[config.mk]
export PLATFORM = sky130hd
export DESIGN_NAME = cscc_seq
export DESIGN_NICKNAME = d
export VERILOG_FILES = /design/src/include/cscc_pkg.sv /design/src/logic/cscc_timer.sv /design/src/logic/cscc_seq.sv
export SDC_FILE = /design/constraint.sdc
export NUM_CORES = 1
export LEC_CHECK = 0
export ABC_AREA = 1
export BUFFER_PORTS_ARGS = -buffer_cell sky130_fd_sc_hd__buf_4
export CELL_PAD_IN_SITES_DETAIL_PLACEMENT = 1
export CELL_PAD_IN_SITES_GLOBAL_PLACEMENT = 2
export CORE_UTILIZATION = 34
export CTS_CLUSTER_DIAMETER = 200
export CTS_CLUSTER_SIZE = 24
export DETAILED_ROUTE_END_ITERATION = 16
export PLACE_DENSITY = 0.8
export SYNTH_ARGS = -nofsm -noshare
export SYNTH_HDL_FRONTEND = slang
export SYNTH_HIERARCHICAL = 1
export SYNTH_SLANG_ARGS = --single-unit
[constraint.sdc]
create_clock -name pclk -period 8.8 [get_ports pclk]
set_clock_uncertainty 0.1 [all_clocks]
set_input_delay 1.76 -clock pclk [delete_from_list [all_inputs] [get_ports pclk]]
set_output_delay 1.76 -clock pclk [all_outputs]
set_load 0.01 [all_outputs]
[src/include/cscc_pkg.sv]
`default_nettype none
package cscc_pkg;
    // Register byte addresses on the APB slave.
    localparam logic [7:0] CSCC_ADDR_RATE = 8'h04;
    localparam logic [7:0] CSCC_ADDR_GAIN = 8'h08;
    localparam logic [7:0] CSCC_ADDR_OFFS = 8'h0c;
    localparam logic [7:0] CSCC_ADDR_GCAL = 8'h10;
    localparam logic [7:0] CSCC_ADDR_STAT = 8'h14;
    localparam logic [7:0] CSCC_ADDR_RSLT = 8'h18;
    // Field positions.
    localparam int CSCC_RATE_LSB   = 0;
    localparam int CSCC_SINC_BIT   = 4;
    localparam int CSCC_SINGLE_BIT = 5;
    localparam int CSCC_CHOP_BIT   = 6;
    localparam int CSCC_DELAY_LSB  = 5;
    // Reset values.
    localparam logic [7:0]  CSCC_RATE_RST = 8'h00;
    localparam logic [7:0]  CSCC_GAIN_RST = 8'h00;
    localparam logic [23:0] CSCC_OFFS_RST = 24'h000000;
    localparam logic [15:0] CSCC_GCAL_RST = 16'h8000;
    // Timing, in device clocks or modulator periods; discard count in conversions; gain shift in bits.
    localparam int          CSCC_MOD_CLKS      = 16;
    localparam logic [17:0] CSCC_DELAY_DEFAULT = 18'h0000e;
    localparam logic [17:0] CSCC_OVH_MODS      = 18'h00008;
    localparam logic [1:0]  CSCC_DISCARDS      = 2'h2;
    localparam int          CSCC_GAIN_SHIFT    = 15;

    typedef enum logic [1:0] {
        CSCC_IDLE  = 2'b00,
        CSCC_DELAY = 2'b01,
        CSCC_SAMPLE = 2'b11,
        CSCC_OVHD  = 2'b10
    } cscc_state_t;

    typedef struct packed {
        logic run;
        logic reverse;
        logic comp;
    } cscc_mod_ctl_t;

    typedef struct packed {
        logic       chop;
        logic       single;
        logic       sinc;
        logic [3:0] rate;
    } cscc_cfg_t;

    // Settling delay in modulator periods for each delay code.
    function automatic logic [17:0] cscc_delay_mods(input logic [2:0] code);
        case (code)
            3'h0: cscc_delay_mods = CSCC_DELAY_DEFAULT;
            3'h1: cscc_delay_mods = 18'h00019;
            3'h2: cscc_delay_mods = 18'h00040;
            3'h3: cscc_delay_mods = 18'h00100;
            3'h4: cscc_delay_mods = 18'h00400;
            3'h5: cscc_delay_mods = 18'h00800;
            3'h6: cscc_delay_mods = 18'h01000;
            default: cscc_delay_mods = 18'h00001;
        endcase
    endfunction

    // Normal data period in modulator periods for each rate code.
    function automatic logic [17:0] cscc_period_mods(input logic [3:0] rate);
        case (rate)
            4'h0: cscc_period_mods = 18'h19000;
            4'h1: cscc_period_mods = 18'h0c800;
            4'h2: cscc_period_mods = 18'h06400;
            4'h3: cscc_period_mods = 18'h03c00;
            4'h4: cscc_period_mods = 18'h03200;
            4'h5: cscc_period_mods = 18'h01400;
            4'h6: cscc_period_mods = 18'h010a8;
            4'h7: cscc_period_mods = 18'h00a00;
            4'h8: cscc_period_mods = 18'h00500;
            4'h9: cscc_period_mods = 18'h00280;
            4'ha: cscc_period_mods = 18'h00140;
            4'hb: cscc_period_mods = 18'h00100;
            4'hc: cscc_period_mods = 18'h00080;
            default: cscc_period_mods = 18'h00040;
        endcase
    endfunction
endpackage
`default_nettype wire

[src/logic/cscc_timer.sv]
`timescale 1ns/100ps
`default_nettype none
module cscc_timer #(
    parameter int MOD_DIV = 16
) (
    input  wire logic        pclk,     // Clock.
    input  wire logic        presetn,  // Asynchronous reset, active low.
    input  wire logic        load,     // Start a new interval.
    input  wire logic [17:0] load_val, // Interval length in modulator periods.
    output logic             done      // One-cycle pulse at interval end.
);
    logic [15:0] pre_reg;
    logic [17:0] cnt_reg;
    logic        tick;

    assign tick = (pre_reg == 16'(MOD_DIV - 1));

    // The end pulse is decoded from the last tick, not registered, so that the reload
    // lands on the final modulator edge and back-to-back intervals add up exactly.
    assign done = tick && (cnt_reg == 18'h00001);

    always_ff @(posedge pclk or negedge presetn) begin
        if (!presetn) begin
            pre_reg <= 16'h0000;
        end else if (load || tick) begin
            pre_reg <= 16'h0000;
        end else begin
            pre_reg <= pre_reg + 16'h0001;
        end
    end

    always_ff @(posedge pclk or negedge presetn) begin
        if (!presetn) begin
            cnt_reg <= 18'h00000;
        end else begin
            if (load) begin
                cnt_reg <= load_val;
            end else if (tick && cnt_reg != 18'h00000) begin
                cnt_reg <= cnt_reg - 18'h00001;
            end
        end
    end
endmodule
`default_nettype wire

[src/logic/cscc_seq.sv]
// Decided for this implementation: the APB interface to the registers.
`timescale 1ns/100ps
`default_nettype none
module cscc_seq #(
    parameter int MOD_DIV = cscc_pkg::CSCC_MOD_CLKS
) (
    input  wire logic                  pclk,      // APB and device clock.
    input  wire logic                  presetn,   // Asynchronous reset, active low.
    input  wire logic                  psel,      // APB select.
    input  wire logic                  penable,   // APB enable.
    input  wire logic                  pwrite,    // APB direction.
    input  wire logic [7:0]            paddr,     // APB byte address.
    input  wire logic [31:0]           pwdata,    // APB write data.
    output logic [31:0]                prdata,    // APB read data.
    output logic                       pready,    // APB ready.
    output logic                       pslverr,   // APB error on unmapped address.
    input  wire logic                  start_pin, // Conversion trigger pin.
    input  wire logic                  start_cmd, // Start command strobe.
    input  wire logic [23:0]           raw_data,  // Filter result at sampling end.
    output cscc_pkg::cscc_mod_ctl_t    mod_ctl,   // Modulator control.
    output logic                       drdy,      // New result pulse.
    output logic [23:0]                data_out   // Latest corrected result.
);
    import cscc_pkg::*;

    cscc_state_t   state_reg;
    cscc_state_t   state_next;
    cscc_cfg_t     cfg;
    logic [7:0]    rate_reg;
    logic [7:0]    gain_reg;
    logic [23:0]   offs_reg;
    logic [15:0]   gcal_reg;
    logic          pin_q_reg;
    logic          start;
    logic          tdone;
    logic          tload;
    logic [17:0]   tval;
    logic [1:0]    disc_reg;
    logic          have_prev_reg;
    logic          pair_first_reg;
    logic          newdata_reg;
    logic [23:0]   acc_reg;
    logic [23:0]   prev_reg;
    logic signed [24:0] comp_diff;
    logic signed [40:0] comp_prod;
    logic [23:0]   comp_val;
    logic [24:0]   chop_diff;
    logic [23:0]   chop_avg;
    logic          apb_wr;
    logic          apb_setup;
    logic          rslt_rd;
    logic          skip_ovhd;
    logic [17:0]   sample_len;

    assign cfg = cscc_cfg_t'({rate_reg[CSCC_CHOP_BIT], rate_reg[CSCC_SINGLE_BIT],
                              rate_reg[CSCC_SINC_BIT], rate_reg[CSCC_RATE_LSB +: 4]});

    function automatic logic addr_known(input logic [7:0] a);
        addr_known = (a == CSCC_ADDR_RATE) || (a == CSCC_ADDR_GAIN) ||
                     (a == CSCC_ADDR_OFFS) || (a == CSCC_ADDR_GCAL) ||
                     (a == CSCC_ADDR_STAT) || (a == CSCC_ADDR_RSLT);
    endfunction

    // APB: ready is raised at the setup edge, so every access completes with no wait state.
    assign apb_setup = psel && !penable;
    assign apb_wr    = psel && penable && pready && pwrite && addr_known(paddr);
    assign rslt_rd   = psel && penable && pready && !pwrite && (paddr == CSCC_ADDR_RSLT);

    always_ff @(posedge pclk or negedge presetn) begin
        if (!presetn) begin
            pready  <= 1'b0;
            pslverr <= 1'b0;
            prdata  <= 32'h00000000;
        end else begin
            pready  <= apb_setup;
            pslverr <= apb_setup && !addr_known(paddr);
            if (apb_setup && !pwrite) begin
                case (paddr)
                    CSCC_ADDR_RATE: prdata <= {24'h000000, rate_reg};
                    CSCC_ADDR_GAIN: prdata <= {24'h000000, gain_reg};
                    CSCC_ADDR_OFFS: prdata <= {8'h00, offs_reg};
                    CSCC_ADDR_GCAL: prdata <= {16'h0000, gcal_reg};
                    CSCC_ADDR_STAT: prdata <= {27'h0000000, have_prev_reg, newdata_reg,
                                               mod_ctl.reverse, state_reg};
                    CSCC_ADDR_RSLT: prdata <= {8'h00, data_out};
                    default:        prdata <= 32'h00000000;
                endcase
            end
        end
    end

    always_ff @(posedge pclk or negedge presetn) begin
        if (!presetn) begin
            rate_reg <= CSCC_RATE_RST;
            gain_reg <= CSCC_GAIN_RST;
            offs_reg <= CSCC_OFFS_RST;
            gcal_reg <= CSCC_GCAL_RST;
        end else if (apb_wr) begin
            case (paddr)
                CSCC_ADDR_RATE: rate_reg <= pwdata[7:0];
                CSCC_ADDR_GAIN: gain_reg <= pwdata[7:0];
                CSCC_ADDR_OFFS: offs_reg <= pwdata[23:0];
                CSCC_ADDR_GCAL: gcal_reg <= pwdata[15:0];
                default: ;
            endcase
        end
    end

    // The pin is taken as synchronous, so one stage of history is enough for the edge.
    always_ff @(posedge pclk or negedge presetn) begin
        if (!presetn) begin
            pin_q_reg <= 1'b0;
        end else begin
            pin_q_reg <= start_pin;
        end
    end

    assign start = (start_pin && !pin_q_reg) || start_cmd;

    // Sampling plus overhead fills exactly one data period.
    assign sample_len = cscc_period_mods(cfg.rate) - CSCC_OVH_MODS;
    assign skip_ovhd  = cfg.sinc && (disc_reg != CSCC_DISCARDS);

    always_comb begin
        state_next = state_reg;
        tload      = 1'b0;
        tval       = sample_len;
        if (start) begin
            state_next = CSCC_DELAY;
            tload      = 1'b1;
            tval       = cscc_delay_mods(gain_reg[CSCC_DELAY_LSB +: 3]);
        end else if (tdone) begin
            case (state_reg)
                CSCC_DELAY: begin
                    state_next = CSCC_SAMPLE;
                    tload      = 1'b1;
                end
                CSCC_SAMPLE: begin
                    tload = 1'b1;
                    if (skip_ovhd) begin
                        state_next = CSCC_SAMPLE;
                    end else begin
                        state_next = CSCC_OVHD;
                        tval       = CSCC_OVH_MODS;
                    end
                end
                CSCC_OVHD: begin
                    if (cfg.chop && !have_prev_reg && pair_first_reg) begin
                        state_next = CSCC_DELAY;
                        tload      = 1'b1;
                        tval       = cscc_delay_mods(gain_reg[CSCC_DELAY_LSB +: 3]);
                    end else if (cfg.single) begin
                        state_next = CSCC_IDLE;
                    end else begin
                        state_next = CSCC_SAMPLE;
                        tload      = 1'b1;
                    end
                end
                default: state_next = CSCC_IDLE;
            endcase
        end
    end

    always_ff @(posedge pclk or negedge presetn) begin
        if (!presetn) begin
            state_reg <= CSCC_IDLE;
        end else begin
            state_reg <= state_next;
        end
    end

    cscc_timer #(
        .MOD_DIV (MOD_DIV)
    ) u_timer (
        .pclk     (pclk),
        .presetn  (presetn),
        .load     (tload),
        .load_val (tval),
        .done     (tdone)
    );

    // Discard count restarts with each start and each polarity flip, so a sinc chop pair
    // settles twice: about six conversions before the first average.
    always_ff @(posedge pclk or negedge presetn) begin
        if (!presetn) begin
            disc_reg <= 2'h0;
        end else if (start) begin
            disc_reg <= 2'h0;
        end else if (tdone && state_reg == CSCC_SAMPLE && skip_ovhd) begin
            disc_reg <= disc_reg + 2'h1;
        end else if (tdone && state_reg == CSCC_OVHD && cfg.chop) begin
            disc_reg <= 2'h0;
        end
    end

    always_ff @(posedge pclk or negedge presetn) begin
        if (!presetn) begin
            acc_reg <= 24'h000000;
        end else if (tdone && state_reg == CSCC_SAMPLE && !skip_ovhd) begin
            acc_reg <= raw_data;
        end
    end

    // Offset removal, then gain in Q1.15; the product is truncated, not rounded.
    assign comp_diff = $signed({acc_reg[23], acc_reg}) - $signed({offs_reg[23], offs_reg});
    assign comp_prod = comp_diff * $signed({1'b0, gcal_reg});
    assign comp_val  = comp_prod[CSCC_GAIN_SHIFT +: 24];

    // The reversed conversion carries the signal negated, so its sign is undone here.
    assign chop_diff = mod_ctl.reverse ?
                       ({prev_reg[23], prev_reg} - {comp_val[23], comp_val}) :
                       ({comp_val[23], comp_val} - {prev_reg[23], prev_reg});
    assign chop_avg  = chop_diff[24:1];

    always_ff @(posedge pclk or negedge presetn) begin
        if (!presetn) begin
            mod_ctl        <= '0;
            have_prev_reg  <= 1'b0;
            pair_first_reg <= 1'b0;
            prev_reg       <= 24'h000000;
        end else begin
            mod_ctl.run  <= (state_next == CSCC_SAMPLE);
            mod_ctl.comp <= (state_next == CSCC_OVHD);
            if (start) begin
                mod_ctl.reverse <= 1'b0;
                have_prev_reg   <= 1'b0;
                pair_first_reg  <= 1'b1;
            end else if (tdone && state_reg == CSCC_OVHD && cfg.chop) begin
                mod_ctl.reverse <= !mod_ctl.reverse;
                prev_reg        <= comp_val;
                have_prev_reg   <= 1'b1;
                pair_first_reg  <= 1'b0;
            end
        end
    end

    always_ff @(posedge pclk or negedge presetn) begin
        if (!presetn) begin
            drdy     <= 1'b0;
            data_out <= 24'h000000;
        end else begin
            drdy <= 1'b0;
            if (tdone && !start && state_reg == CSCC_OVHD) begin
                if (!cfg.chop) begin
                    drdy     <= 1'b1;
                    data_out <= comp_val;
                end else if (have_prev_reg) begin
                    drdy     <= 1'b1;
                    data_out <= chop_avg;
                end
            end
        end
    end

    // A new result beats a read of the result register in the same cycle.
    always_ff @(posedge pclk or negedge presetn) begin
        if (!presetn) begin
            newdata_reg <= 1'b0;
        end else if (tdone && !start && state_reg == CSCC_OVHD &&
                     (!cfg.chop || have_prev_reg)) begin
            newdata_reg <= 1'b1;
        end else if (rslt_rd) begin
            newdata_reg <= 1'b0;
        end
    end

    start_delay_a: assert property (@(posedge pclk) disable iff (!presetn)
        start |=> state_reg == CSCC_DELAY ##0 !mod_ctl.run)
        else $error("start did not enter the settling delay");

    delay_default_a: assert property (@(posedge pclk) disable iff (!presetn)
        (start && gain_reg[CSCC_DELAY_LSB +: 3] == 3'h0) |-> tload && tval == 18'h0000e)
        else $error("default delay is not 14 modulator periods");

    delay_then_sample_a: assert property (@(posedge pclk) disable iff (!presetn)
        (state_reg == CSCC_DELAY && state_next != CSCC_DELAY && !start)
        |=> state_reg == CSCC_SAMPLE)
        else $error("delay not followed by sampling");

    discard_no_ovhd_a: assert property (@(posedge pclk) disable iff (!presetn)
        (state_reg == CSCC_SAMPLE && $past(state_reg) == CSCC_SAMPLE) |->
        !(state_next == CSCC_OVHD && cfg.sinc && disc_reg < CSCC_DISCARDS))
        else $error("withheld sinc result entered overhead");

    drdy_from_ovhd_a: assert property (@(posedge pclk) disable iff (!presetn)
        drdy |-> $past(state_reg) == CSCC_OVHD && $past(tdone))
        else $error("result presented without overhead");

    single_stop_a: assert property (@(posedge pclk) disable iff (!presetn)
        (drdy && cfg.single && !$past(start)) |-> state_reg == CSCC_IDLE ##1
        (state_reg == CSCC_IDLE || $past(start)))
        else $error("single-shot kept converting");

    cont_no_delay_a: assert property (@(posedge pclk) disable iff (!presetn)
        (drdy && !cfg.single && !$past(start)) |-> state_reg == CSCC_SAMPLE)
        else $error("continuous reading repeated the delay");

    chop_flip_a: assert property (@(posedge pclk) disable iff (!presetn)
        (tdone && state_reg == CSCC_OVHD && cfg.chop && !start) |=>
        mod_ctl.reverse != $past(mod_ctl.reverse))
        else $error("chop polarity did not alternate");

    chop_avg_a: assert property (@(posedge pclk) disable iff (!presetn)
        (tdone && state_reg == CSCC_OVHD && cfg.chop && have_prev_reg && !start) |=>
        drdy && data_out == $past(chop_avg))
        else $error("chop result is not the pair average");

    run_flag_a: assert property (@(posedge pclk) disable iff (!presetn)
        mod_ctl.run == (state_reg == CSCC_SAMPLE))
        else $error("modulator run flag disagrees with the sampling phase");

    comp_flag_a: assert property (@(posedge pclk) disable iff (!presetn)
        mod_ctl.comp == (state_reg == CSCC_OVHD))
        else $error("compensation flag disagrees with the overhead phase");

    sinc_withhold_a: assert property (@(posedge pclk) disable iff (!presetn)
        (tdone && state_reg == CSCC_SAMPLE && cfg.sinc && disc_reg < CSCC_DISCARDS && !start)
        |=> !drdy && state_reg == CSCC_SAMPLE)
        else $error("unsettled sinc result was not withheld");

    chop_redelay_a: assert property (@(posedge pclk) disable iff (!presetn)
        (tdone && state_reg == CSCC_OVHD && cfg.chop && pair_first_reg && !start) |=>
        state_reg == CSCC_DELAY && !drdy)
        else $error("chop pair did not repeat the settling delay");
endmodule
`default_nettype wire

Yosys cells after proc, flatten, opt, wreduce, memory -nomap -nowiden

Memory sizes are Yosys's and may differ from the RTL's.
Index checks and enable logic that the tools add are counted.
Widths: inputs -> output; s select.

Bits in registers: 208
Memory bits (read-only): 208
Input port bits: 71
Output and inout bits: 62
Memories kept: 1

Memories:

| memory          | depth | bits a word | rd ports | clocked after memory_dff | write ports | RTL line       | RTL |
|---|---|---|---|---|---|---|---|
| (no name shown) | 16    | 13          | 1        | 0                        | 0           | cscc_pkg.sv:64 | `case (rate)` |

Add/subtract/negate cells: 7
Multipliers: 1
Equal/unequal tests: 21
Muxes and demuxes: 38
Bitwise gates (word level): 1
Reductions and logical operators: 53

Operators with widths:

| operator              | number |
|---|---|
| $pmux 24 s6           | 1 |
| $mux 18               | 6 |
| $pmux 13 s7           | 1 |
| $sub 24x24->25        | 3 |
| $mux 24               | 2 |
| $mul 25x17->39        | 1 |
| $pmux 18 s2           | 1 |
| $mux 25               | 1 |
| $eq 8x5->1 const B    | 3 |
| $logic_and 1x1->1     | 23 |
| $eq 18x1->1 const B   | 1 |
| $reduce_bool 18->1    | 1 |
| $sub 18x1->18 const B | 1 |
| $sub 18x4->18 const B | 1 |
| $add 16x1->16 const B | 1 |
| $eq 16x4->1 const B   | 1 |
| $eq 8x4->1 const B    | 2 |
| $mux 1                | 16 |
| $mux 16               | 1 |
| $mux 2                | 7 |
| $reduce_and 2->1      | 6 |
| $eq 3x3->1 const B    | 3 |
| $logic_not 1->1       | 9 |
| $eq 2x2->1 const B    | 4 |
| 15 further kinds      | 25 |

Longest topological paths before layout

Word-level depth: 9
Mapped depth: 56

By module

The synthesis kept the hierarchy.

Modules (own cells, without submodules):

| module     | instances | cells an instance | area an instance (um^2) | sequential area each (um^2) |
|---|---|---|---|---|
| cscc_seq   | 1         | 3,396             | 25,390.6                | 4,155.2 |
| cscc_timer | 1         | 345               | 2,270.9                 | 850.8 |

Least setup slack after synthesis

No wires, ideal clock.

Path kind: reg-to-reg
Start: reg offs_reg[0]
End: reg data_out[23]
Library setup time: 0.116 ns
Data arrival time: 8.389 ns
Required time: 8.584 ns
Path slack: 0.195 ns
Stages on the path, launching flop included: 46
Path buffers: 1
Cell sequence: dfrtp_1 > ha_1 > fa_1 > nand3b_1 > nand2_1 > nand2_1 > nand2_2 > a21oi_1 > o211ai_1 > or2_2 > clkbuf_1 > nand3_1 > fa_1 > fa_1 > fa_1 > inv_1 > fa_1 > fa_1 > [... 10 more ...] > a21oi_2 > inv_1 > nand2_1 > nand2_1 > a21oi_1 > xor2_1 > inv_1 > ha_1 > nand2_1 > nor2_1 > inv_1 > o41ai_1 > a31o_2 > nand2_1 > nand2_1 > nand3_1 > nand2_1 > nand2_1

Word-level cells in the longest chain between the ends: 6
Elaborated cells between the ends (all ways): 7
Classes of those cells: add/sub (3); mul (1); mux (3)

Ends and longest elaborated chain:

| element                           | RTL line                         | RTL |
|---|---|---|
| from (decl)                       | cscc_seq.sv:31                   | `logic [23:0] offs_reg;` |
| from (signal assigned)            | cscc_seq.sv:102                  | `CSCC_ADDR_OFFS: offs_reg <= pwdata[23:0];` |
| $sub 24x24->25 *                  | cscc_seq.sv:205                  | `assign comp_diff = $signed({acc_reg[23], acc_reg}) - $signed({offs_reg[23], offs_reg});` |
| $mul 25x17->39 *                  | cscc_seq.sv:206                  | `assign comp_prod = comp_diff * $signed({1'b0, gcal_reg});` |
| $sub 24x24->25 (on tied branches) | cscc_seq.sv:212, cscc_seq.sv:211 |  |
| $mux 25                           | cscc_seq.sv:210                  | `assign chop_diff = mod_ctl.reverse ?` |
| $mux 24                           | cscc_seq.sv:247                  | `end else if (have_prev_reg) begin` |
| $mux 24 *                         | cscc_seq.sv:244                  | `if (!cfg.chop) begin` |
| to (signal assigned)              | cscc_seq.sv:246                  | `data_out <= comp_val;` |
| to (signal assigned)              | cscc_seq.sv:249                  | `data_out <= chop_avg;` |
| to (decl)                         | cscc_seq.sv:22                   | `output logic [23:0] data_out` |

Mark *: on every way between the ends. The rest lies on a longest branch, timed or not. The select of a mux whose other input is x is not followed.
A chain may end at the register's enable or synchronous reset.

Worst setup path in the final report

Start: reg offs_reg[4]
End: reg data_out[14]

The elaborated chain is that of the path after synthesis.

==> flow_summary_export.csv <==
group,metric,value,unit
detailed_routing,wirelength,109000,um
detailed_routing,wl_met2,53800,um
clocking,cts_inserted_buffers,17,
outcome,status,"complete, but fails checks",
grt,grt_pass1_wl,169000,um
detailed_routing,num_vias,27100,
synthesis,synth_ff_type,"dfrtp_1",
critical_path,startpoint,"offs_reg[4]",
power_and_ir_drop,pwr-share-seq,25.5,%
detailed_routing,met3_length,4270,um
finish,fillers,9820,
timing,fin_tns_setup,-1.60,ns
detailed_routing,viasPerCell,4.96,
critical_path,regToRegStartpoint,"offs_reg[4]",
synthesis,synth.yosys.seq_area_share,18.1,%
power_and_ir_drop,clkPwrFrac,22.9,%
power_and_ir_drop,total_power,3.77,mW
power_and_ir_drop,p_int,2.26,mW
detailed_routing,drc,0,
synthesis,avgSynthCellArea,7.39,um^2
grt,antenna_found_initial,0,
min_path,hold_start,"u_timer/pre_reg[0]",
floorplanning,die_area,0.0825,mm^2
floorplanning,start_util,34.3,%
timing,final.min_clock_period,9.05,ns
synthesis,ys_types,58,
clocking,root_buffer,"clkbuf_16",
place,place.gp.congestion,0.897,
power_and_ir_drop,p_per_area,100,mW/mm^2
floorplanning,core,0.0805,mm^2
clocking,clk_latency,0.49,ns
critical_path,required,9.09,ns
critical_path,cp.arrival,9.34,ns
timing,fmax,0.110,GHz
timing,rsz0062_at_grt,"true",
min_path,hold_path.class,"reg -> reg",
critical_path,slowest_delay,0.54,ns
critical_path,worstSetupPathType,"reg -> reg",
timing,setup_violations,11,
finish,fin_area,0.0376,mm^2
critical_path,end_kind,"flip-flop",
timing,period_share,103,%
timing,tightest_slew,1.14,ns
finish,drive_above_1_share,31.8,%
power_and_ir_drop,max-vdd-ir-drop,0.139,mV
detailed_routing,firstDrtPassIters,5,
place,placed_area,0.0333,mm^2
finish,fin_nets,4997,
power_and_ir_drop,power.switching,1.50,mW
power_and_ir_drop,netSwitchingFraction,39.9,%
critical_path,cpMaxStageDelayCell,"fa_1",
floorplanning,dieHeight,287,um
detailed_routing,wl_per_cell,20.0,um
clocking,hold_buffers,0,
critical_path,reg2reg_depth,47,
place,placed_cells,5329,
power_and_ir_drop,p_leak,19.7,nW
outcome,violations,"setup timing",
critical_path,crit_path_start_kind,"flip-flop",
critical_path,crit_fanout,6,
synthesis,synth_area,0.0277,mm^2
detailed_routing,highest_layer,"met4",
finish,finalNonFillerCells,5461,
min_path,hold_path_depth,1,
grt,grtUsageTotal,26.6,%
grt,grt_start_max_net_pins,106,
detailed_routing,met1_length,48400,um
synthesis,synth-async-reset-ratio,100,%
detailed_routing,antenna_left,0,
clocking,clk_path_buf_depth,2,
floorplanning,rows,104,
power_and_ir_drop,p_comb_share,51.6,%
synthesis,synthCells,3741,
finish,antenna_cells,0,
job,drv_cap,0,
clocking,cts.sinks,200,
detailed_routing,drt-initial-drc-count,1480,
place,hpwl,86900,um
timing,finalWorstSetupSlack,-0.252,ns
timing,finalMaxSlewViolations,0,
synthesis,synth-edff-count,0,
synthesis,ys_ff_latch,200,
place,port_buffers,116,
clocking,path_clk_slew,0.08,ns
timing,final_hold_viol_count,0,
finish,syn2layout_area_growth,35.9,%
floorplanning,ios,133,
clocking,cts_tree,"built",
place,preCtsSetupSlack,-0.839,ns
grt,overflow,0,
grt,grt_pass1_vias,29500,
clocking,cts-htree-levels,4,
timing,relSlewSlack,23.7,%
synthesis,ys_warn_count,6,
floorplanning,die_w,287,um
[layout by cell type, fill, tap and decap left out, types with 9 or more instances in the layout]
cell and instances:
nand3_2 28, nand4_1 20, o21ai_1 30, inv_2 96, o21ai_0 142, a21oi_4 24
xor2_1 23, nand3_1 102, nand2_2 110, nand2_4 38, nor3_1 21, dfrtp_1 197
nand2_1 806, nor2_4 42, ha_4 57, clkinv_1 9, a21oi_2 48, o211ai_1 16
o21ai_2 24, ha_1 103, buf_6 46, o22ai_1 27, fa_1 336, inv_1 699
nor2_1 337, a21oi_1 48, buf_4 670, mux2_2 13, o21bai_1 9, clkbuf_16 18
fa_2 36, xnor2_1 20, nor2_2 47
[area by class of cell]
| class | instances | area (um^2) | area share, % |
|---|---|---|---|
| multi-input combinational | 2632 | 21900 | 58.2 |
| timing repair buffer | 725 | 5720 | 15.2 |
| sequential | 200 | 5010 | 13.3 |
| inverter | 814 | 3080 | 8.20 |
| tap | 1060 | 1330 | 3.53 |
| clock buffer | 17 | 425 | 1.13 |
| clock inverter | 13 | 159 | 0.423 |
[timing repair]
action,CTS,global route
setup endpoints to repair,20,22
pin swaps,226,139
endpoints found under the hold margin,0,0
gates resized for setup,461,289
buffers inserted,68,35
[power groups by stage]
stage / clock [mW] / combinational, mW / sequential [mW]
2_1_floorplan: 0 / 0.685 / 0.973
3_3_place_gp: 0 / 1.35 / 0.977
3_5_place_dp: 0 / 1.37 / 0.977
4_1_cts: 0.872 / 1.75 / 0.959
5_1_grt: 0.903 / 2.08 / 0.963
6_report: 0.862 / 1.94 / 0.960
[layer usage]
| metal | GRT usage [%] | vias to the layer above |
|---|---|---|
| met1 | 35.9 | 13800 |
| li1 | - | 12600 |
| met4 | 5.98 | 0 |
| met2 | 45.7 | 554 |
| met3 | 2.91 | 134 |
| met5 | 0 | - |
[path summary, 6_finish.rpt]
check / to / slack (ns)
worst max-delay path: data_out[14] / -0.25
worst min-delay path: u_timer/pre_reg[0] / 0.37
worst max register to register: data_out[14] / -0.25
worst min register to register: u_timer/pre_reg[0] / 0.37
max in group asynchronous: data_out[8] / 5.93
min in group asynchronous: u_timer/cnt_reg[15] / 1.19
[cells in the mapped netlist, drive strengths merged (6+ instances only)]
cell type  instances  area, um^2
mux2              17         191
o22ai             28         175
clkinv            12        45.0
o211ai            16         120
o21bai            10        75.1
xnor2             26         228
o21ai            197        1010
a31oi             14        87.6
a21oi            120         627
a21o               8        60.1
nand3            133         731
or2               14        87.6
nand3b             6        45.0
nand4             20         125
buf               27         170
nor3              30         175
dfrtp            199        4980
clkbuf            75         282
nor2             426        1650
inv              802        3010
ha               164        2050
nand2            955        3690
fa               372        7450
xor2              32         280
[logic make-up (layout without fill, tap and decap cells)]
kind of cell    Yosys count  count (layout)  share of synthesized area [%]
compound gates          420             420                           8.58
xor+xnor                 58              58                           1.84
fa+ha+maj               536             536                           34.3
buf+inv                 916            1569                           12.7
flops                   200             200                           18.1
mux                      18              18                          0.728
other cells               1               8                         0.0136
simple gates           1592            1592                           23.7
[critical path: cells and delay by family (launching register included)]
| family | cells | cell delay, ns |
|---|---|---|
| fa+ha+maj | 9 | 3.67 |
| xor+xnor | 3 | 0.54 |
| flops | 1 | 0.39 |
| compound gates | 7 | 1.18 |
| buf+inv | 14 | 1.73 |
| simple gates | 14 | 1.34 |
[through the flow]
step | util (%) | hold WS, ns
after floorplan | - | 0.333
after global placement | 41.4 | 0.352
after detailed placement | 41.4 | 0.358
after CTS | 45.1 | 0.375
after global routing | 46.7 | 0.400
final | 46.7 | 0.370
No activity file was read; power rests on OpenSTA's default activity.
